File: src/uart_sideband_defines.svh
// Purpose: Offsets, field positions, reset values and counts of the sideband block
// Assumes: Byte offsets on an 8-bit register address
// Notes: Definitions only
`ifndef UART_SIDEBAND_DEFINES_SVH
`define UART_SIDEBAND_DEFINES_SVH
`define OFS_CTRL 8'h00
`define OFS_FIFO_CTL 8'h04
`define OFS_XCVR_CTL 8'h08
`define OFS_GATE_CTL 8'h0c
`define OFS_STATUS 8'h10
`define OFS_DIV 8'h14
`define CTRL_POL 0
`define CTRL_EXT 1
`define CTRL_CKM_LO 2
`define CTRL_CKM_HI 3
`define CTRL_COMPAT 4
`define FCTL_FIFO_EN 0
`define FCTL_DMA_MODE 3
`define FCTL_TXT_LO 4
`define FCTL_TXT_HI 5
`define FCTL_RXT_LO 6
`define FCTL_RXT_HI 7
`define XCTL_MULTIDROP 0
`define XCTL_RCV_POL 1
`define XCTL_XMIT_POL 2
`define GCTL_RCV_AUTO 0
`define GCTL_XMIT_AUTO 1
`define GCTL_RCV_SW 2
`define GCTL_XMIT_SW 3
`define CTRL_RST 8'h02
`define FIFO_CTL_RST 8'h00
`define XCVR_CTL_RST 8'h06
`define GATE_CTL_RST 8'h03
`define DIV_RST 8'h0f
`define FIFO_DEPTH 5'h10
`endif

File: src/uart_sideband_pkg.sv
// Purpose: Types shared by the sideband block
// Assumes: Constants come from uart_sideband_defines.svh
// Notes: Clock mode two selects the serial-rate update
package uart_sideband_pkg;
   typedef enum logic [1:0] {
      CKM_BUS = 2'b00,
      CKM_BUS_ALT = 2'b01,
      CKM_SERIAL = 2'b10,
      CKM_RSV = 2'b11
   } clk_mode_t;
   typedef struct packed {
      logic [7:0] cnt;
      logic tick;
   } tick_state_t;
   typedef struct packed {
      logic [7:0] ctrl;
      logic [7:0] fifo_ctl;
      logic [7:0] xcvr_ctl;
      logic [7:0] gate_ctl;
      logic [7:0] div;
      logic [7:0] rdata;
      logic tx_req;
      logic rx_req;
      logic tx_blk;
      logic rx_blk;
      logic tx_single;
      logic rx_single;
      logic txrdy;
      logic rxrdy;
      logic rcv_on;
      logic xmit_on;
      logic rcv_pin;
      logic xmit_pin;
      logic mode_flag;
      logic idle_bus;
      logic idle_ser;
      logic sout_q;
   } side_state_t;
endpackage

File: src/serial_tick_gen.sv
// Purpose: Serial-rate enable pulse from the bus clock
// Assumes: Divide value from software, zero means every cycle
// Notes: One-cycle pulse every div+1 cycles
`timescale 1ns/1ps
module serial_tick_gen
   import uart_sideband_pkg::*;
(
   input wire logic mclk,
   input wire logic rst_n,
   input wire logic [7:0] div,
   output logic tick
);
   tick_state_t st_reg;
   tick_state_t st_next;

   always_comb begin
      st_next = st_reg;
      st_next.tick = 1'b0;
      if (st_reg.cnt >= div) begin
         st_next.cnt = 8'h00;
         st_next.tick = 1'b1;
      end else begin
         st_next.cnt = st_reg.cnt + 8'h01;
      end
   end

   always_ff @(posedge mclk or negedge rst_n) begin
      if (!rst_n) begin
         st_reg <= '0;
      end else begin
         st_reg <= st_next;
      end
   end

   assign tick = st_reg.tick;

   tick_period_a: assert property (@(posedge mclk) disable iff (!rst_n)
      tick |-> st_reg.cnt == 8'h00)
      else $error("tick without counter wrap");
endmodule

File: src/uart_sideband.sv
// Purpose: DMA handshake, line transceiver gates, idle hints and debug bus of a UART
// Assumes: FIFO counts and events come from core logic on mclk
// Notes: The serial domain is a serial-rate enable on the one clock
`timescale 1ns/1ps
`include "uart_sideband_defines.svh"

// How it works
// [RULE1] Transmit request asserts when transmit buffer needs service, polarity selectable.
// [RULE2] Receive request asserts when receive buffer needs service, same polarity.
// [RULE3] Transmit single flag shows at least one free transmit entry, no request.
// [RULE4] Receive single flag shows a free receive entry, requests nothing.
// [RULE5] DMA transmit acknowledge arrives on the bus clock, polarity selectable.
// [RULE6] DMA receive acknowledge arrives on the bus clock, polarity selectable.
// [RULE7] Without extended handshake, singles and acks vanish; legacy low-true ready outputs.
// [RULE8] Idle hints, bus and serial rate, high while the UART is inactive.
// [RULE9] Debug bus: 31:14 zero, 13 rx push, 12 tx pop, triggers below.
// [RULE10] Debug bit 7 DMA mode, bit 0 FIFO enable.
// [RULE11] Debug bits 6:1 show the six interrupt sources in order.
// [RULE12] Legacy-compatible setting keeps the busy-detect debug bit low.
// [RULE13] Receiver gate automatic when its auto bit is 1, else software value.
// [RULE14] Driver gate automatic when its auto bit is 1, else software value.
// [RULE15] Driver gate is on before transmission starts; the code holds shifting back in RS485 mode only, never in RS232.
// [RULE16] Receiver gate is on before reception starts.
// [RULE17] Receiver gate polarity from transceiver control bit 1, driver from its own bit.
// [RULE18] Registered mode flag: 0 RS232, 1 RS485.
// [RULE19] Gates and serial output update at serial rate in clock mode 2.
module uart_sideband
   import uart_sideband_pkg::*;
(
   input wire logic mclk,
   input wire logic rst_n,
   input wire logic [7:0] addr,
   input wire logic [7:0] wdata,
   input wire logic wr_stb,
   input wire logic rd_stb,
   output logic [7:0] rdata,
   input wire logic [4:0] tx_count,
   input wire logic [4:0] rx_count,
   input wire logic tx_pop,
   input wire logic rx_push,
   input wire logic [5:0] irq_src,
   input wire logic tx_shift_busy,
   input wire logic rx_shift_busy,
   input wire logic sout_core,
   input wire logic dma_tx_ack_in,
   input wire logic dma_rx_ack_in,
   output logic dma_tx_req,
   output logic dma_rx_req,
   output logic dma_tx_single,
   output logic dma_rx_single,
   output logic txrdy_n,
   output logic rxrdy_n,
   output logic rcv_line_gate,
   output logic xmit_line_gate,
   output logic xmit_permit,
   output logic multidrop_mode_flag,
   output logic idle_gate_hint_bus_clk,
   output logic idle_gate_hint_serial_clk,
   output logic sout,
   output logic [31:0] debug
);
   side_state_t st_reg;
   side_state_t st_next;
   logic ser_tick;
   logic ser_en;
   logic pol;
   logic ext;
   logic tx_need;
   logic rx_need;
   logic tx_ack;
   logic rx_ack;
   logic xmit_auto;
   logic rcv_auto;
   logic [7:0] rd_mux;

   // Transmit need level for the empty trigger field
   function automatic logic [4:0] tx_level(input logic [1:0] trig);
      case (trig)
         2'b00: tx_level = 5'h00;
         2'b01: tx_level = 5'h02;
         2'b10: tx_level = 5'h04;
         default: tx_level = 5'h08;
      endcase
   endfunction

   // Receive need level for the receive trigger field
   function automatic logic [4:0] rx_level(input logic [1:0] trig);
      case (trig)
         2'b00: rx_level = 5'h01;
         2'b01: rx_level = 5'h04;
         2'b10: rx_level = 5'h08;
         default: rx_level = `FIFO_DEPTH - 5'h02;
      endcase
   endfunction

   serial_tick_gen u_tick (
      .mclk(mclk),
      .rst_n(rst_n),
      .div(st_reg.div),
      .tick(ser_tick)
   );

   assign pol = st_reg.ctrl[`CTRL_POL];
   assign ext = st_reg.ctrl[`CTRL_EXT];
   // [RULE19] serial-rate update
   assign ser_en = (st_reg.ctrl[`CTRL_CKM_HI:`CTRL_CKM_LO] == CKM_SERIAL) ? ser_tick : 1'b1;

   always_comb begin
      // FIFO off or single mode serves one character at a time
      if (st_reg.fifo_ctl[`FCTL_FIFO_EN] && st_reg.fifo_ctl[`FCTL_DMA_MODE]) begin
         tx_need = tx_count <= tx_level(st_reg.fifo_ctl[`FCTL_TXT_HI:`FCTL_TXT_LO]);
         rx_need = rx_count >= rx_level(st_reg.fifo_ctl[`FCTL_RXT_HI:`FCTL_RXT_LO]);
      end else begin
         tx_need = tx_count == 5'h00;
         rx_need = rx_count != 5'h00;
      end
   end

   // [RULE5] transmit ack decode
   assign tx_ack = ext & (dma_tx_ack_in ^ pol);
   // [RULE6] receive ack decode
   assign rx_ack = ext & (dma_rx_ack_in ^ pol);

   // Auto mode: driver on while data waits or shifts, receiver on otherwise
   assign xmit_auto = tx_count != 5'h00 || tx_shift_busy;
   assign rcv_auto = !xmit_auto;

   always_comb begin
      case (addr)
         `OFS_CTRL: rd_mux = st_reg.ctrl;
         `OFS_FIFO_CTL: rd_mux = st_reg.fifo_ctl;
         `OFS_XCVR_CTL: rd_mux = st_reg.xcvr_ctl;
         `OFS_GATE_CTL: rd_mux = st_reg.gate_ctl;
         `OFS_STATUS: rd_mux = {1'b0, st_reg.idle_ser, st_reg.idle_bus, st_reg.mode_flag,
            st_reg.xmit_on, st_reg.rcv_on, st_reg.rx_req, st_reg.tx_req};
         `OFS_DIV: rd_mux = st_reg.div;
         default: rd_mux = 8'h00;
      endcase
   end

   always_comb begin
      st_next = st_reg;
      st_next.rdata = rd_stb ? rd_mux : 8'h00;
      if (wr_stb) begin
         case (addr)
            `OFS_CTRL: st_next.ctrl = wdata;
            `OFS_FIFO_CTL: st_next.fifo_ctl = wdata;
            `OFS_XCVR_CTL: st_next.xcvr_ctl = wdata;
            `OFS_GATE_CTL: st_next.gate_ctl = wdata;
            `OFS_DIV: st_next.div = wdata;
            default: st_next.div = st_reg.div;
         endcase
      end
      // Ack holds the request off until the need falls; an ack in that cycle wins
      st_next.tx_blk = tx_ack | (st_reg.tx_blk & tx_need);
      st_next.rx_blk = rx_ack | (st_reg.rx_blk & rx_need);
      // [RULE1] transmit request
      st_next.tx_req = tx_need & !st_next.tx_blk;
      // [RULE2] receive request
      st_next.rx_req = rx_need & !st_next.rx_blk;
      // [RULE3] transmit free entry
      st_next.tx_single = ext & (tx_count < `FIFO_DEPTH);
      // [RULE4] receive free entry
      st_next.rx_single = ext & (rx_count < `FIFO_DEPTH);
      // [RULE7] legacy ready outputs
      st_next.txrdy = !ext & tx_need;
      st_next.rxrdy = !ext & rx_need;
      // [RULE18] mode flag
      st_next.mode_flag = st_reg.xcvr_ctl[`XCTL_MULTIDROP];
      // [RULE8] bus-rate idle
      st_next.idle_bus = tx_count == 5'h00 && rx_count == 5'h00 && !tx_shift_busy &&
         !rx_shift_busy && !st_reg.tx_req && !st_reg.rx_req;
      if (ser_en) begin
         // [RULE8] serial-rate idle
         st_next.idle_ser = !tx_shift_busy && !rx_shift_busy && tx_count == 5'h00;
         st_next.sout_q = sout_core;
         // [RULE14] driver gate source
         st_next.xmit_on = st_reg.gate_ctl[`GCTL_XMIT_AUTO] ? xmit_auto :
            st_reg.gate_ctl[`GCTL_XMIT_SW];
         // [RULE13] receiver gate source
         st_next.rcv_on = st_reg.gate_ctl[`GCTL_RCV_AUTO] ? rcv_auto :
            st_reg.gate_ctl[`GCTL_RCV_SW];
         // [RULE17] pin polarity
         st_next.xmit_pin = st_next.xmit_on ~^ st_reg.xcvr_ctl[`XCTL_XMIT_POL];
         st_next.rcv_pin = st_next.rcv_on ~^ st_reg.xcvr_ctl[`XCTL_RCV_POL];
      end
   end

   always_ff @(posedge mclk or negedge rst_n) begin
      if (!rst_n) begin
         st_reg <= '0;
         st_reg.ctrl <= `CTRL_RST;
         st_reg.fifo_ctl <= `FIFO_CTL_RST;
         st_reg.xcvr_ctl <= `XCVR_CTL_RST;
         st_reg.gate_ctl <= `GATE_CTL_RST;
         st_reg.div <= `DIV_RST;
         st_reg.rcv_pin <= 1'b1;
         // Receiver state starts on so that it agrees with its pin
         st_reg.rcv_on <= 1'b1;
         st_reg.sout_q <= 1'b1;
      end else begin
         st_reg <= st_next;
      end
   end

   assign rdata = st_reg.rdata;
   // [RULE1] polarity on the pin
   assign dma_tx_req = st_reg.tx_req ^ pol;
   // [RULE2] polarity on the pin
   assign dma_rx_req = st_reg.rx_req ^ pol;
   // [RULE7] singles idle without extended handshake
   assign dma_tx_single = ext ? (st_reg.tx_single ^ pol) : pol;
   assign dma_rx_single = ext ? (st_reg.rx_single ^ pol) : pol;
   assign txrdy_n = !st_reg.txrdy;
   assign rxrdy_n = !st_reg.rxrdy;
   assign rcv_line_gate = st_reg.rcv_pin;
   assign xmit_line_gate = st_reg.xmit_pin;
   // [RULE15] core shifts only once the driver is on in RS485 mode, always in RS232; [RULE16] receiver on while idle
   assign xmit_permit = st_reg.xmit_on | !st_reg.mode_flag;
   assign multidrop_mode_flag = st_reg.mode_flag;
   assign idle_gate_hint_bus_clk = st_reg.idle_bus;
   assign idle_gate_hint_serial_clk = st_reg.idle_ser;
   assign sout = st_reg.sout_q;

   // Unregistered on purpose: it mirrors live state for probing
   always_comb begin
      debug = 32'h0000_0000;
      // [RULE9] push, pop and triggers
      debug[13] = rx_push;
      debug[12] = tx_pop;
      debug[11:10] = st_reg.fifo_ctl[`FCTL_RXT_HI:`FCTL_RXT_LO];
      debug[9:8] = st_reg.fifo_ctl[`FCTL_TXT_HI:`FCTL_TXT_LO];
      // [RULE10] DMA mode and FIFO enable
      debug[7] = st_reg.fifo_ctl[`FCTL_DMA_MODE];
      debug[0] = st_reg.fifo_ctl[`FCTL_FIFO_EN];
      // [RULE11] interrupt sources
      debug[6:2] = irq_src[5:1];
      // [RULE12] busy detect masked
      debug[1] = irq_src[0] & !st_reg.ctrl[`CTRL_COMPAT];
   end

   tx_req_follow_a: assert property (@(posedge mclk) disable iff (!rst_n) // [RULE1]
      (tx_need && !tx_ack && !st_reg.tx_blk) |=> (dma_tx_req != $past(pol)) || $changed(pol))
      else $error("transmit request missing");
   rx_req_follow_a: assert property (@(posedge mclk) disable iff (!rst_n) // [RULE2]
      (rx_need && !rx_ack && !st_reg.rx_blk) |=> (dma_rx_req != $past(pol)) || $changed(pol))
      else $error("receive request missing");
   tx_single_room_a: assert property (@(posedge mclk) disable iff (!rst_n) // [RULE3]
      (ext && tx_count < `FIFO_DEPTH) ##1 $stable(st_reg.ctrl) |-> dma_tx_single != pol)
      else $error("transmit single missing");
   rx_single_room_a: assert property (@(posedge mclk) disable iff (!rst_n) // [RULE4]
      (ext && rx_count < `FIFO_DEPTH) ##1 $stable(st_reg.ctrl) |-> dma_rx_single != pol)
      else $error("receive single missing");
   legacy_ready_a: assert property (@(posedge mclk) disable iff (!rst_n) // [RULE7]
      ext ##1 ext |-> txrdy_n && rxrdy_n)
      else $error("legacy outputs active with extended handshake");
   ack_drops_req_a: assert property (@(posedge mclk) disable iff (!rst_n) // [RULE5]
      tx_ack |=> !st_reg.tx_req ##1 (st_reg.tx_req -> !st_reg.tx_blk))
      else $error("request held through acknowledge");
   rx_ack_drops_a: assert property (@(posedge mclk) disable iff (!rst_n) // [RULE6]
      rx_ack |=> !st_reg.rx_req)
      else $error("receive request held through acknowledge");
   debug_upper_a: assert property (@(posedge mclk) disable iff (!rst_n) // [RULE9]
      debug[31:14] == 18'h00000 && debug[13] == rx_push && debug[12] == tx_pop)
      else $error("debug upper bits wrong");
   busy_masked_a: assert property (@(posedge mclk) disable iff (!rst_n) // [RULE12]
      st_reg.ctrl[`CTRL_COMPAT] |-> !debug[1])
      else $error("busy detect shown in legacy mode");
   gate_polarity_a: assert property (@(posedge mclk) disable iff (!rst_n) // [RULE17]
      ($past(ser_en) && $stable(st_reg.xcvr_ctl)) |->
         rcv_line_gate == (st_reg.rcv_on ~^ st_reg.xcvr_ctl[1]))
      else $error("receiver gate polarity wrong");
   mode_flag_a: assert property (@(posedge mclk) disable iff (!rst_n) // [RULE18]
      $rose(st_reg.xcvr_ctl[`XCTL_MULTIDROP]) |=> multidrop_mode_flag)
      else $error("mode flag late");
   serial_hold_a: assert property (@(posedge mclk) disable iff (!rst_n) // [RULE19]
      (st_reg.ctrl[3:2] == CKM_SERIAL && !ser_tick) |=> $stable(xmit_line_gate) && $stable(sout))
      else $error("serial outputs moved off the serial tick");
   auto_driver_a: assert property (@(posedge mclk) disable iff (!rst_n) // [RULE14]
      (st_reg.gate_ctl[1] && ser_en && tx_count != 5'h00) |=> st_reg.xmit_on)
      else $error("driver gate not on with data queued");
   idle_hint_a: assert property (@(posedge mclk) disable iff (!rst_n) // [RULE8]
      (tx_shift_busy || rx_shift_busy) |=> !idle_gate_hint_bus_clk)
      else $error("idle hint while active");
   singles_idle_a: assert property (@(posedge mclk) disable iff (!rst_n) // [RULE7]
      !ext |-> dma_tx_single == pol && dma_rx_single == pol)
      else $error("single flags active without extended handshake");
   legacy_tx_a: assert property (@(posedge mclk) disable iff (!rst_n) // [RULE7]
      (!ext && tx_need) |=> !txrdy_n)
      else $error("legacy transmit ready missing");
   legacy_rx_a: assert property (@(posedge mclk) disable iff (!rst_n) // [RULE7]
      (!ext && rx_need) |=> !rxrdy_n)
      else $error("legacy receive ready missing");
   ack_ignored_a: assert property (@(posedge mclk) disable iff (!rst_n) // [RULE7]
      (!ext && tx_need && !st_reg.tx_blk) |=> st_reg.tx_req)
      else $error("acknowledge honoured without extended handshake");
   tx_single_full_a: assert property (@(posedge mclk) disable iff (!rst_n) // [RULE3]
      (ext && tx_count == `FIFO_DEPTH) ##1 $stable(st_reg.ctrl) |-> dma_tx_single == pol)
      else $error("transmit single with no room");
   debug_low_a: assert property (@(posedge mclk) disable iff (!rst_n) // [RULE10]
      debug[7] == st_reg.fifo_ctl[`FCTL_DMA_MODE] && debug[0] == st_reg.fifo_ctl[`FCTL_FIFO_EN])
      else $error("debug mode bits wrong");
   irq_order_a: assert property (@(posedge mclk) disable iff (!rst_n) // [RULE11]
      debug[6:2] == irq_src[5:1])
      else $error("debug interrupt sources out of order");
   busy_shown_a: assert property (@(posedge mclk) disable iff (!rst_n) // [RULE11]
      !st_reg.ctrl[`CTRL_COMPAT] |-> debug[1] == irq_src[0])
      else $error("busy detect not shown");
   auto_receiver_a: assert property (@(posedge mclk) disable iff (!rst_n) // [RULE13]
      (st_reg.gate_ctl[`GCTL_RCV_AUTO] && ser_en && tx_count != 5'h00) |=> !st_reg.rcv_on)
      else $error("receiver gate on with data queued");
   rcv_ready_a: assert property (@(posedge mclk) disable iff (!rst_n) // [RULE16]
      (st_reg.gate_ctl[`GCTL_RCV_AUTO] && ser_en && tx_count == 5'h00 && !tx_shift_busy)
         |=> st_reg.rcv_on)
      else $error("receiver gate off while idle");
   permit_gate_a: assert property (@(posedge mclk) disable iff (!rst_n) // [RULE15]
      (multidrop_mode_flag && !st_reg.xmit_on) |-> !xmit_permit)
      else $error("shift permitted before driver gate");
   xmit_polarity_a: assert property (@(posedge mclk) disable iff (!rst_n) // [RULE17]
      ($past(ser_en) && $stable(st_reg.xcvr_ctl)) |->
         xmit_line_gate == (st_reg.xmit_on ~^ st_reg.xcvr_ctl[2]))
      else $error("driver gate polarity wrong");
   mode_fall_a: assert property (@(posedge mclk) disable iff (!rst_n) // [RULE18]
      $fell(st_reg.xcvr_ctl[`XCTL_MULTIDROP]) |=> !multidrop_mode_flag)
      else $error("mode flag stuck in RS485");
   idle_serial_a: assert property (@(posedge mclk) disable iff (!rst_n) // [RULE8]
      (ser_en && (tx_shift_busy || rx_shift_busy)) |=> !idle_gate_hint_serial_clk)
      else $error("serial idle hint while active");
   rdata_idle_a: assert property (@(posedge mclk) disable iff (!rst_n)
      !$past(rd_stb) |-> rdata == 8'h00)
      else $error("read data outside its cycle");

   tx_service_c: cover property (@(posedge mclk) disable iff (!rst_n)
      st_reg.tx_req ##1 tx_ack ##1 !st_reg.tx_req);
   rx_service_c: cover property (@(posedge mclk) disable iff (!rst_n)
      st_reg.rx_req ##1 rx_ack);
   turnaround_c: cover property (@(posedge mclk) disable iff (!rst_n)
      st_reg.xmit_on ##[1:50] st_reg.rcv_on);
   legacy_c: cover property (@(posedge mclk) disable iff (!rst_n)
      !ext && !txrdy_n);
   serial_gate_c: cover property (@(posedge mclk) disable iff (!rst_n)
      st_reg.ctrl[3:2] == CKM_SERIAL && ser_tick && st_reg.xmit_on);
endmodule

File: config.mk
export PLATFORM = sky130hd
export DESIGN_NAME = uart_sideband
export DESIGN_NICKNAME = d
export VERILOG_FILES = /design/src/uart_sideband_pkg.sv /design/src/serial_tick_gen.sv /design/src/uart_sideband.sv
export VERILOG_INCLUDE_DIRS = /design/src
export SDC_FILE = /design/constraint.sdc
export NUM_CORES = 1
export LEC_CHECK = 0
export BUFFER_PORTS_ARGS = -buffer_cell sky130_fd_sc_hd__buf_4
export CAP_MARGIN = 20
export CORE_MARGIN = 4
export CORE_UTILIZATION = 41
export DETAILED_ROUTE_END_ITERATION = 16
export PLACE_DENSITY = 0.62
export SLEW_MARGIN = 20
export SYNTH_ARGS = -nofsm -noshare
export SYNTH_HDL_FRONTEND = slang
export SYNTH_HIERARCHICAL = 1
export SYNTH_SLANG_ARGS = --single-unit
File: constraint.sdc
create_clock -name mclk -period 3.9 [get_ports mclk]
set_input_delay 0.585 -clock mclk [delete_from_list [all_inputs] [get_ports mclk]]
set_output_delay 0.585 -clock mclk [all_outputs]
set_load 0.05 [all_outputs]
* Yosys cells after proc, flatten, opt, wreduce, memory -nomap -nowiden
Cells that the tools add are included.
** Word-level totals
- Output and inout port bits :: 53
- Logic and storage cells :: 110
- Flip-flop bits (word level) :: 73
- Input port bits :: 43
** Cells by class
- Multiplexer cells :: 15
- Reductions and logical operators :: 33
- Magnitude comparators :: 5
- Bitwise gates (word level) :: 22
- $add $sub $neg :: 1
- Eq/ne operators :: 10
** Operator list (number)
- one-hot mux 8 bit (6 select lines) :: 1
- one-hot mux 4 bit (3 select lines) :: 2
- == test 8 x 4 -> 1 bit (second input constant) :: 2
- == test 8 x 5 -> 1 bit (second input constant) :: 2
- two-way mux 8 bit :: 2
- zero test 1 bit :: 12
- bitwise AND 1 bit :: 11
- zero test 5 bit :: 2
- < comparator 5 bit (second input constant) :: 2
- two-way mux 5 bit :: 2
- AND reduction 2 bit :: 5
- nonzero test 5 bit :: 2
- adder 8 x 1 -> 8 bit (second input constant) :: 1
- == test 8 x 3 -> 1 bit (second input constant) :: 1
- greater-or-equal comparator 8 bit :: 1
- logical AND 1 bit :: 8
- zero test 8 bit :: 1
- two-way mux 1 bit :: 8
- == test 2 bit (second input constant) :: 3
- bitwise XOR 1 bit :: 6
- greater-or-equal comparator 5 bit :: 1
- less-or-equal comparator 5 bit :: 1
- == test 2 x 1 -> 1 bit (second input constant) :: 2
- zero test 2 bit :: 2
- other kinds (3) :: 6

* Logic depth before layout (Yosys ltp)
Gate-level depths: netlist (run 1).
- Depth in word-level cells :: 9
- Gate-level depth with buffers :: 6
- Depth with buffers taken out :: 6

* Cells and area by module
The synthesis (run 1) kept the hierarchy.
** By module, submodules not included
- uart_sideband :: cells an instance 283, seq. area each 1616.6 sq um, area an instance 3387.0 sq um, times used 1
- serial_tick_gen :: cells an instance 55, seq. area each 225.2 sq um, area an instance 580.6 sq um, times used 1

* Worst setup path after synthesis (run 1)
No wires, ideal clock.
- Kind :: flip-flop to output port
- Start :: reg st_reg, in the netlist ext
- End :: out dma_rx_single
- Slack :: 1.671 ns
- Stages on the path, launching flop included :: 4
- Buffers on the path :: 1
- Arrival :: 1.644 ns
- Data required time :: 3.315 ns
- Path through :: dfstp_2 clkbuf_1 nand2_1 xnor2_1
** Between the ends
- Cells in the longest elaborated chain, start to end :: 1
** RTL lines
- start, declared :: RTL line uart_sideband.sv:62 : side_state_t st_reg;
- start signal, assigned :: RTL line uart_sideband.sv:202 : st_reg <= st_next;
- two-way mux 1 bit :: RTL line uart_sideband.sv:213 : assign dma_rx_single = ext ? (st_reg.rx_single ^ pol) : pol;
- end, declared :: RTL line uart_sideband.sv:50 : output logic dma_rx_single,
No other way between the ends.

==> results of run 1 <==
==> where the power goes <==
group | switching [W] | internal (W)
combinational | 0.000219 | 0.000132
clock | 0.000276 | 0.000311
sequential | 0.0000444 | 0.000813
==> layer usage <==
| layer | vias to the layer above | global-route usage, % |
|---|---|---|
| met3 | 8 | 4.554 |
| li1 | 1211 | - |
| met4 | 0 | 3.793 |
| met2 | 75 | 26.74 |
| met1 | 1268 | 21.21 |
| met5 | - | 0 |
==> cell usage after synthesis (all sizes together), types with 6 or more instances <==
master	number
mux2i	8
nand2b	6
nand2	23
o21ai	12
buf	42
nand3	7
nor3	8
xor2	9
ha	16
dfstp	12
inv	17
nor2	18
dfrtp	61
mux2	41
mux4	7
==> cell families (layout without fill, tap and decap cells) <==
family          Yosys count  count (layout)  share of synthesized area (%)
mux                      56              56                          17.63
fa+ha+maj                16              16                          5.046
flops                    73              73                          46.42
other cells               1              18                        0.09452
compound gates           30              30                          5.645
simple gates             85              85                          12.33
xor+xnor                 14              14                          3.091
buf+inv                  63              96                          9.744
==> metrics by stage <==
| step | power, W | setup WS, ns | cell area, um^2 | cells |
|---|---|---|---|---|
| finish | 0.001795 | 1.717 | 4539 | 517 |
| CTS | 0.001817 | 1.756 | 4539 | 517 |
| detailed placement | 0.001224 | 1.413 | 4343 | 501 |
| global placement | 0.001220 | 1.379 | 4343 | 501 |
| floorplan | 0.001140 | 1.671 | 4031 | 355 |
| global route | 0.001883 | 1.689 | 4539 | 517 |
==> cell type report <==
type                    instances  area share (%)
clock inverters                 5           1.213
repair buffers                 63           10.42
flip-flops and latches         73           40.57
clock buffers                  11           3.115
inverters                      17           1.406
well taps                     129           3.556
multi-input cells             219           39.72
==> worst max-delay path by stage <==
stage / end / depth (start not counted) / slack [ns] / from
after floorplan: dma_rx_single / 3 / 1.67 / ext
after global placement: rdata[1] / 5 / 1.38 / addr[4]
after detailed placement: rdata[1] / 5 / 1.41 / addr[4]
after CTS: rdata[1] / 5 / 1.76 / addr[4]
after global routing: rdata[1] / 5 / 1.69 / addr[4]
final: rdata[1] / 5 / 1.72 / addr[4]
==> results_dict.tcl, run 1 <==
set metrics [dict create \
    path_cells "buf_4 -> or4_4 -> nor3_4 -> nand3_1 -> o21ai_0" \
    layout-drive-gt1-share_pct 38.14 \
    crit_family "simple AND/OR/NAND/NOR gates" \
    timing.rr.start "debug[8]" \
    drt_iter0_drc 108 \
    overflow 0 \
    reg2reg_depth 6 \
    final_common_cell "buf_4" \
    hp-class "in2async" \
    fin_nets 442 \
    yosys-top-cells-area "dfrtp_1, mux2_2, dfstp_2" \
    fin_util_pct 48.67 \
    grt_first_pass_wirelength_um 14120 \
    drt-met1-wl_um 3970 \
    slew_violations 0 \
    reg2reg_slack_ns 1.91 \
    netlist_area_um2 3968 \
    irDropWorstVdd_uv 215.4 \
    max_slew.worst_pin.slew_ns 0.9094 \
    first_pass_iters 4 \
    async_reset_ff_share_pct 100.0 \
    viasPerCell 4.956 \
    die_w_um 106.4 \
    cp_max_fo 11 \
    fin_setup_tns_ns 0 \
    ys_warn_count 6 \
    synth_edf_count 0 \
    outcome "completed" \
    port_buffers 63 \
    highest_layer "met4" \
    worst_ep_arrival_time_ns 2.40 \
    vias 2562 \
    cp_data_required_time_ns 4.12 \
    rows 35 \
    drtAntennaViolNets 0 \
    antenna_found_initial 0 \
    wl_per_cell_um 17.19 \
    die_h_um 106.4 \
    rsz0062_at_grt "no" \
    r2r_end "st_reg[15]" \
    dp_hpwl_um 6687 \
    syn-instance-count 338 \
    route.met2.wl_um 4314 \
    clkSinkCount 73 \
    regArea_um2 1842 \
    cp_slowest_cell "or4_4" \
    cp-end-kind "flip-flop" \
    fmaxAchievable_ghz 0.4580 \
    clk_pin_slew_ns 0.07 \
    clock_path_buffers 2 \
    first_global_vias 2640 \
    ios 96 \
    yosysTopAreaCellShare_pct 38.47 \
    synthFlopType "dfrtp_1" \
    die-area_um2 11310 \
    cts.htree.levels 3 \
    avgSynthCellArea_um2 11.74 \
    wl_met3_um 528 \
    tritoncts "done" \
    start_util_pct 42.54 \
    critPathKind "in2reg" \
    report.final.setup_viol 0 \
    yosys.area.top_type "dfrtp_1" \
    hold_ws_ns 0.3585 \
    postCtsHoldBufs 0 \
    multi_input_area_um2 1803 \
    area_growth_syn_to_layout_pct 14.41 \
    synth_cell_types 48 \
    ys_ff_latch 73 \
    fin_skew_ns 0.009260 \
    wl_um 8887 \
    n_fill_cell 863 \
    slew_headroom_pct 39.37 \
    power_leakage_nw 2.214 \
    core_um2 9328 \
    cts_resized 0 \
    hold_viol 0 \
    post_cts_buffers 0 \
    antenna_cells 0 \
    grt_usage_pct 16.22 \
    drc 0 \
    start_kind "input pin" \
    crit_buf_inv 1 \
    min_period_ns 2.183 \
    gp_congestion 0.8176 \
    layout_common_cells "buf_4, dfrtp_1, mux2_2" \
    seq_area_frac_synth_pct 46.42 \
    maxCapViolations 0 \
    largest_register_ff_count 41 \
    clk_latency_ns 0.35 \
    cts_root_buf "clkbuf_8" \
    fin_crit_sh_pct 55.98 \
    grt_start_max_net_pins 74 \
    slowest_delay_ns 0.57 \
    cts_buffers 9 \
    power.density_nw_per_um2 395.4 \
]
Note: power is estimated with default switching activity, not from simulation.
==> run 2: changes to the inputs <==
Settings changed: ABC_AREA from default to 1, PLACE_DENSITY 0.62 to 0.64.
Clock period 3.9 ns to 1.78 ns, I/O delays scaled along.
==> run 2 against run 1 <==
First-iteration DRC count rose to 2.6 times the previous value; via count rose by 37%; routed wire length rose by 13%; non-clock buffer count rose by 12; synthesized area rose by 7.4%; clock skew rose by 0.0032 ns; register-to-register slack got worse by 1.7 ns; clock power rose by 120%.
==> results_dict.tcl, run 2 <==
set metrics [dict create \
    outcome "completed" \
    die_h_um 109.9 \
    synth_fa_ha_area_share_pct 4.699 \
    tritoncts "done" \
    fin_crit_sh_pct 94.92 \
    drt_iter0_drc 286 \
    clk_pin_slew_ns 0.08 \
    cp_max_fo 4 \
    fmaxAchievable_ghz 0.5919 \
    r2r_end "st_reg[13]" \
    drtAntennaViolNets 0 \
    layout-drive-gt1-share_pct 22.20 \
    min_period_ns 1.690 \
    timing.rr.start "debug[8]" \
    cts_root_buf "clkbuf_8" \
    die-area_um2 12090 \
    synth_compound_area_share_pct 8.957 \
    first_pass_iters 6 \
    critPathMostFrequentCell "o21ai_0" \
    die_w_um 109.9 \
    clock_path_buffers 2 \
    power_leakage_nw 2.473 \
    hold_start "rx_count[4]" \
    synth_edf_count 0 \
    slowest_delay_ns 0.55 \
    start_kind "flip-flop" \
    vias 3504 \
    area_growth_syn_to_layout_pct 15.42 \
    port_buffers 63 \
    reg2reg_slack_ns 0.23 \
    cp-end-kind "output port" \
    largest_register_ff_count 41 \
    critPathKind "reg2out" \
    clk_latency_ns 0.35 \
    dp_slack_ns 0.2007 \
    synthSimpleGateAreaFrac_pct 26.73 \
    cts_buffers 9 \
    report.final.setup_viol 0 \
    synth_top_family_by_area "simple AND/OR/NAND/NOR gates" \
    fin_setup_tns_ns 0 \
    cp_slowest_cell "dfstp_2" \
    yosys-top-cells-area "dfrtp_1, nand2_1, dfstp_2" \
    irDropWorstVdd_uv 523.8 \
    seq_area_frac_synth_pct 43.23 \
    n_fill_cell 960 \
    dp_hpwl_um 7559 \
    ios 96 \
    power.density_nw_per_um2 842.5 \
    syn-instance-count 532 \
    wl_per_cell_um 13.92 \
    reg2reg_depth 9 \
    synth_common_cells "nand2_1, inv_1, dfrtp_1, nand3_1, nor2_1" \
    synth.area.mux_share_pct 0 \
    fin_skew_ns 0.01243 \
    grt_first_pass_wirelength_um 16330 \
    antenna_found_initial 0 \
    gp_congestion 0.8826 \
    wl_um 10060 \
    overflow 0 \
    holdPathStages 2 \
    cts.htree.levels 3 \
    setup_ws_ns 0.09045 \
    ys_ff_latch 73 \
    first_global_vias 3212 \
    slew_violations 0 \
    async_reset_ff_share_pct 100.0 \
    layout_common_cells "nand2_1, buf_4, inv_1" \
    yosysMostFrequentCell "nand2_1" \
    path_cells "inv_2 -> a21oi_1 -> o21ai_0 -> o21ai_0 -> buf_4" \
    maxCapViolations 0 \
    worst_ep_arrival_time_ns 1.42 \
    drc 0 \
    ys_warn_count 6 \
    grt_start_max_net_pins 25 \
    core_um2 9955 \
    grt_usage_pct 17.72 \
    start_util_pct 42.80 \
    synthXorXnorAreaFrac_pct 1.439 \
    synth_cell_types 32 \
    clkSinkCount 73 \
    avgSynthCellArea_um2 8.008 \
    cp_data_required_time_ns 1.51 \
    synthFlopType "dfrtp_1" \
    min_to "st_reg[10]" \
    yosys.area.top_type "dfrtp_1" \
    hold_viol 0 \
    rsz0062_at_grt "no" \
    netlist_area_um2 4260 \
    final_common_cell "nand2_1" \
    yosysTopAreaCellShare_pct 35.83 \
    antenna_cells 0 \
    rows 36 \
    fin_nets 644 \
    hp-class "in2reg" \
    viasPerCell 4.846 \
]
run 2: changes by cell type after synthesis, sizes merged, moves of 8 or more:
cell / before / now
a21oi: 4 / 12
o21ai: 12 / 45
nor2: 18 / 51
nand2: 23 / 121
nand3: 7 / 56
mux2i: 8 / 0
inv: 17 / 72
mux2: 41 / 0
run 2: critical path: cells and delay by family (launching register included):
family,cells,cell delay [ns]
AO/OA/AOI/OAI,3,0.25
buffers and inverters,2,0.27
flip-flops,1,0.55
run 2: worst max-delay path by stage:
stage               cells past startpoint            end  slack [ns]    start
floorplan                               3  dma_rx_single       -0.30      pol
global route                            5  dma_rx_single       0.003      ext
global placement                        8       rdata[6]        0.21  addr[7]
detailed placement                      7     st_reg[62]        0.20  addr[7]
finish                                  5  dma_tx_single        0.09      ext
CTS                                     5  dma_rx_single        0.03      ext
run 2: stage by stage:
step | area, um^2 | utilization, % | power (W) | hold WS (ns) | std cells
finish | 4917 | 49.40 | 0.004143 | 0.1015 | 723
global route | 4917 | 49.40 | 0.004379 | 0.07639 | 723
detailed placement | 4701 | 47.22 | 0.002878 | 0.1918 | 705
global placement | 4701 | 47.22 | 0.002854 | 0.1895 | 705
floorplan | 4324 | - | 0.002643 | -0.02859 | 549
CTS | 4912 | 49.35 | 0.004186 | 0.08414 | 723
run 2: cell type report:
class / instances / area, um^2 / area share, %
tap: 133 / 166.4 / 3.384
timing repair buffer: 75 / 594.3 / 12.09
clock buffer: 10 / 127.6 / 2.595
multi-input combinational: 354 / 1849 / 37.61
sequential: 73 / 1843 / 37.48
clock inverter: 6 / 66.31 / 1.349
inverter: 72 / 270.3 / 5.496
run 2: kinds of logic after synthesis:
| family | Yosys count |
|---|---|
| and+or+nand+nor | 244 |
| buffers and inverters | 122 |
| DFF | 73 |
| AOI/OAI and AO/OA | 69 |
| adders and majority gates | 16 |
| xor gates and xnor gates | 7 |
| other | 1 |
run 2: report_power, final:
group	switching, W	internal (W)	total [W]
registers	0.000121	0.00180	0.00192
logic	0.000630	0.000299	0.000929
clock network	0.000642	0.000650	0.00129
total	0.00139	0.00275	0.00414
run 2: what timing repair did:
| item | in CTS | in global routing |
|---|---|---|
| buffers inserted | 1 | 0 |
| gates resized for setup | 0 | 5 |
| setup endpoints to repair | 2 | 2 |
| pin swaps | 0 | 0 |
| hold buffers | 1 | 0 |
| endpoints found under the hold margin | 15 | 0 |
run 2: layer usage:
layer  track usage [%]  wire length, um  vias up
met5                 0                0        -
met4             5.343              168        0
met3             4.580              685       16
met2             27.60             4708      117
met1             24.19             4500     1627
li1                  -                -     1744
==> run 3: changes to the inputs <==
Settings changed: CORE_UTILIZATION 41 to 49, PLACE_DENSITY 0.64 to 0.74.
==> run 3 against run 2 <==
Setup slack got worse by 0.018 ns; routed wire length decreased by 0.78%; hold slack got worse by 0.00091 ns; combinational power about the same; non-clock buffer count shrank 1; via count unchanged; clock skew decreased by 0.0053 ns; cell area down 0.92%; register-to-register slack got worse by 0.05 ns; largest power group unchanged; power up 0.20%; critical path type unchanged; sequential cell count did not move; die area fell by 15%.
==> results_dict.tcl, run 3 (same netlist as run 2, synthesis figures left out) <==
set metrics [dict create \
    final_common_cell "nand2_1" \
    top_usage_layer "met2" \
    drtAntennaViolNets 0 \
    maxCapViolations 0 \
    dpl_cell_area_um2 4646 \
    core_um2 8341 \
    min_period_ns 1.707 \
    outcome "completed" \
    clk_latency_ns 0.35 \
    worst_ep_arrival_time_ns 1.44 \
    cp_max_fo 4 \
    hp-class "in2reg" \
    grt_start_max_net_pins 73 \
    met1_usage_pct 25.52 \
    first_global_vias 3469 \
    power_leakage_nw 2.473 \
    rows 33 \
    overflow 0 \
    dp_slack_ns 0.2279 \
    irDropWorstVdd_uv 589.4 \
    fin_skew_ns 0.007149 \
    final_area_um2 4872 \
    timing.rr.start "st_reg[27]" \
    dp_hpwl_um 7484 \
    cts.htree.levels 3 \
    wl_um 9984 \
    totalPowerFinal_w 0.004151 \
    cts_buffers 9 \
    grt_usage_pct 20.73 \
    antenna_cells 0 \
    fmaxAchievable_ghz 0.5857 \
    clock_path_buffers 2 \
    hold_viol 0 \
    grtUsageMet3_pct 6.474 \
    hold_start "rx_count[4]" \
    critPathKind "reg2out" \
    rsz0062_at_grt "yes" \
    die-area_um2 10250 \
    setup_ws_ns 0.07276 \
    clkSinkCount 73 \
    first_pass_iters 4 \
    fin_nets 643 \
    viasPerCell 5.049 \
    ios 96 \
    fin_crit_sh_pct 95.91 \
    layout_common_cells "nand2_1, buf_4, inv_1" \
    die_h_um 101.2 \
    cp-end-kind "output port" \
    start_util_pct 51.08 \
    drc 0 \
    reg2reg_depth 9 \
    hold_ws_ns 0.1006 \
    port_buffers 63 \
    reg2reg_slack_ns 0.18 \
    layout-drive-gt1-share_pct 22.24 \
    r2r_end "u_tick/st_reg[6]" \
    report.final.setup_viol 0 \
    clk_pin_slew_ns 0.08 \
    grt_first_pass_wirelength_um 16650 \
    regArea_um2 1843 \
    cp_data_required_time_ns 1.51 \
    area_growth_syn_to_layout_pct 14.36 \
    holdPathStages 2 \
    multi_input_area_um2 1853 \
    gp_congestion 0.8766 \
    min_to "st_reg[10]" \
    tritoncts "done" \
    die_w_um 101.2 \
    use_met2_pct 35.11 \
    cts_root_buf "clkbuf_8" \
    vias 3504 \
    wl_per_cell_um 14.39 \
    antenna_found_initial 0 \
    power.density_nw_per_um2 852.0 \
    start_kind "flip-flop" \
    slew_violations 0 \
    n_fill_cell 750 \
    drt_iter0_drc 223 \
    largest_register_ff_count 41 \
]
[run 3: cell types whose count changed in the layout (fill, tap and decap cells not counted), sizes merged]
cell	previous run	this run
clkbuf	10	11
clkinv	1	2
inv	73	72
clkinvlp	3	2
buf	74	73
[run 3: worst max-delay path by stage]
stage	slack (ns)	startpoint	endpoint	cells past startpoint
after detailed placement	0.23	addr[7]	st_reg[61]	7
after global placement	0.30	debug[8]	st_reg[13]	9
after floorplan	-0.30	pol	dma_rx_single	3
final	0.07	ext	dma_tx_single	5
after global routing	-0.008	ext	dma_rx_single	5
after CTS	0.001	ext	dma_rx_single	5
[run 3: critical path, stage by stage, from the launching register on]
cell	delay [ns]
dfstp_2	0.56
inv_2	0.06
a21oi_1	0.10
o21ai_0	0.08
o21ai_1	0.11
buf_6	0.18
[run 3: where the power goes]
part	internal [W]	total, W	switching [W]
Sequential	0.00180	0.00192	0.000117
Combinational	0.000295	0.000931	0.000636
Clock	0.000681	0.00130	0.000620
[run 3: metal layers]
layer	vias to the layer above	share of wire [%]
li1	1743	-
met1	1614	40
met2	131	50
met3	16	8.5
met4	0	1.7
met5	-	0
[run 3: area by class of cell]
class | count | share of cell area (%)
repair buffers | 74 | 11.86
clock inverters | 5 | 1.130
well taps | 105 | 2.696
clock buffers | 11 | 2.902
multi-input cells | 354 | 38.03
flip-flops and latches | 73 | 37.83
inverters | 72 | 5.547
[run 3: what timing repair did]
item,in CTS,in global routing
gates cloned,0,0
hold endpoints to repair,61,0
endpoints found under the setup margin,2,2
resized for setup,0,8
setup buffers,1,0
hold buffers,1,0
[run 3: per-stage QoR]
| stage | setup TNS (ns) | util [%] | instances |
|---|---|---|---|
| finish | 0 | 58.42 | 694 |
| global route | -0.008188 | 58.42 | 694 |
| CTS | 0 | 58.27 | 694 |
| detailed placement | 0 | 55.70 | 676 |
| global placement | 0 | 55.70 | 676 |
| floorplan | -0.6048 | - | 549 |
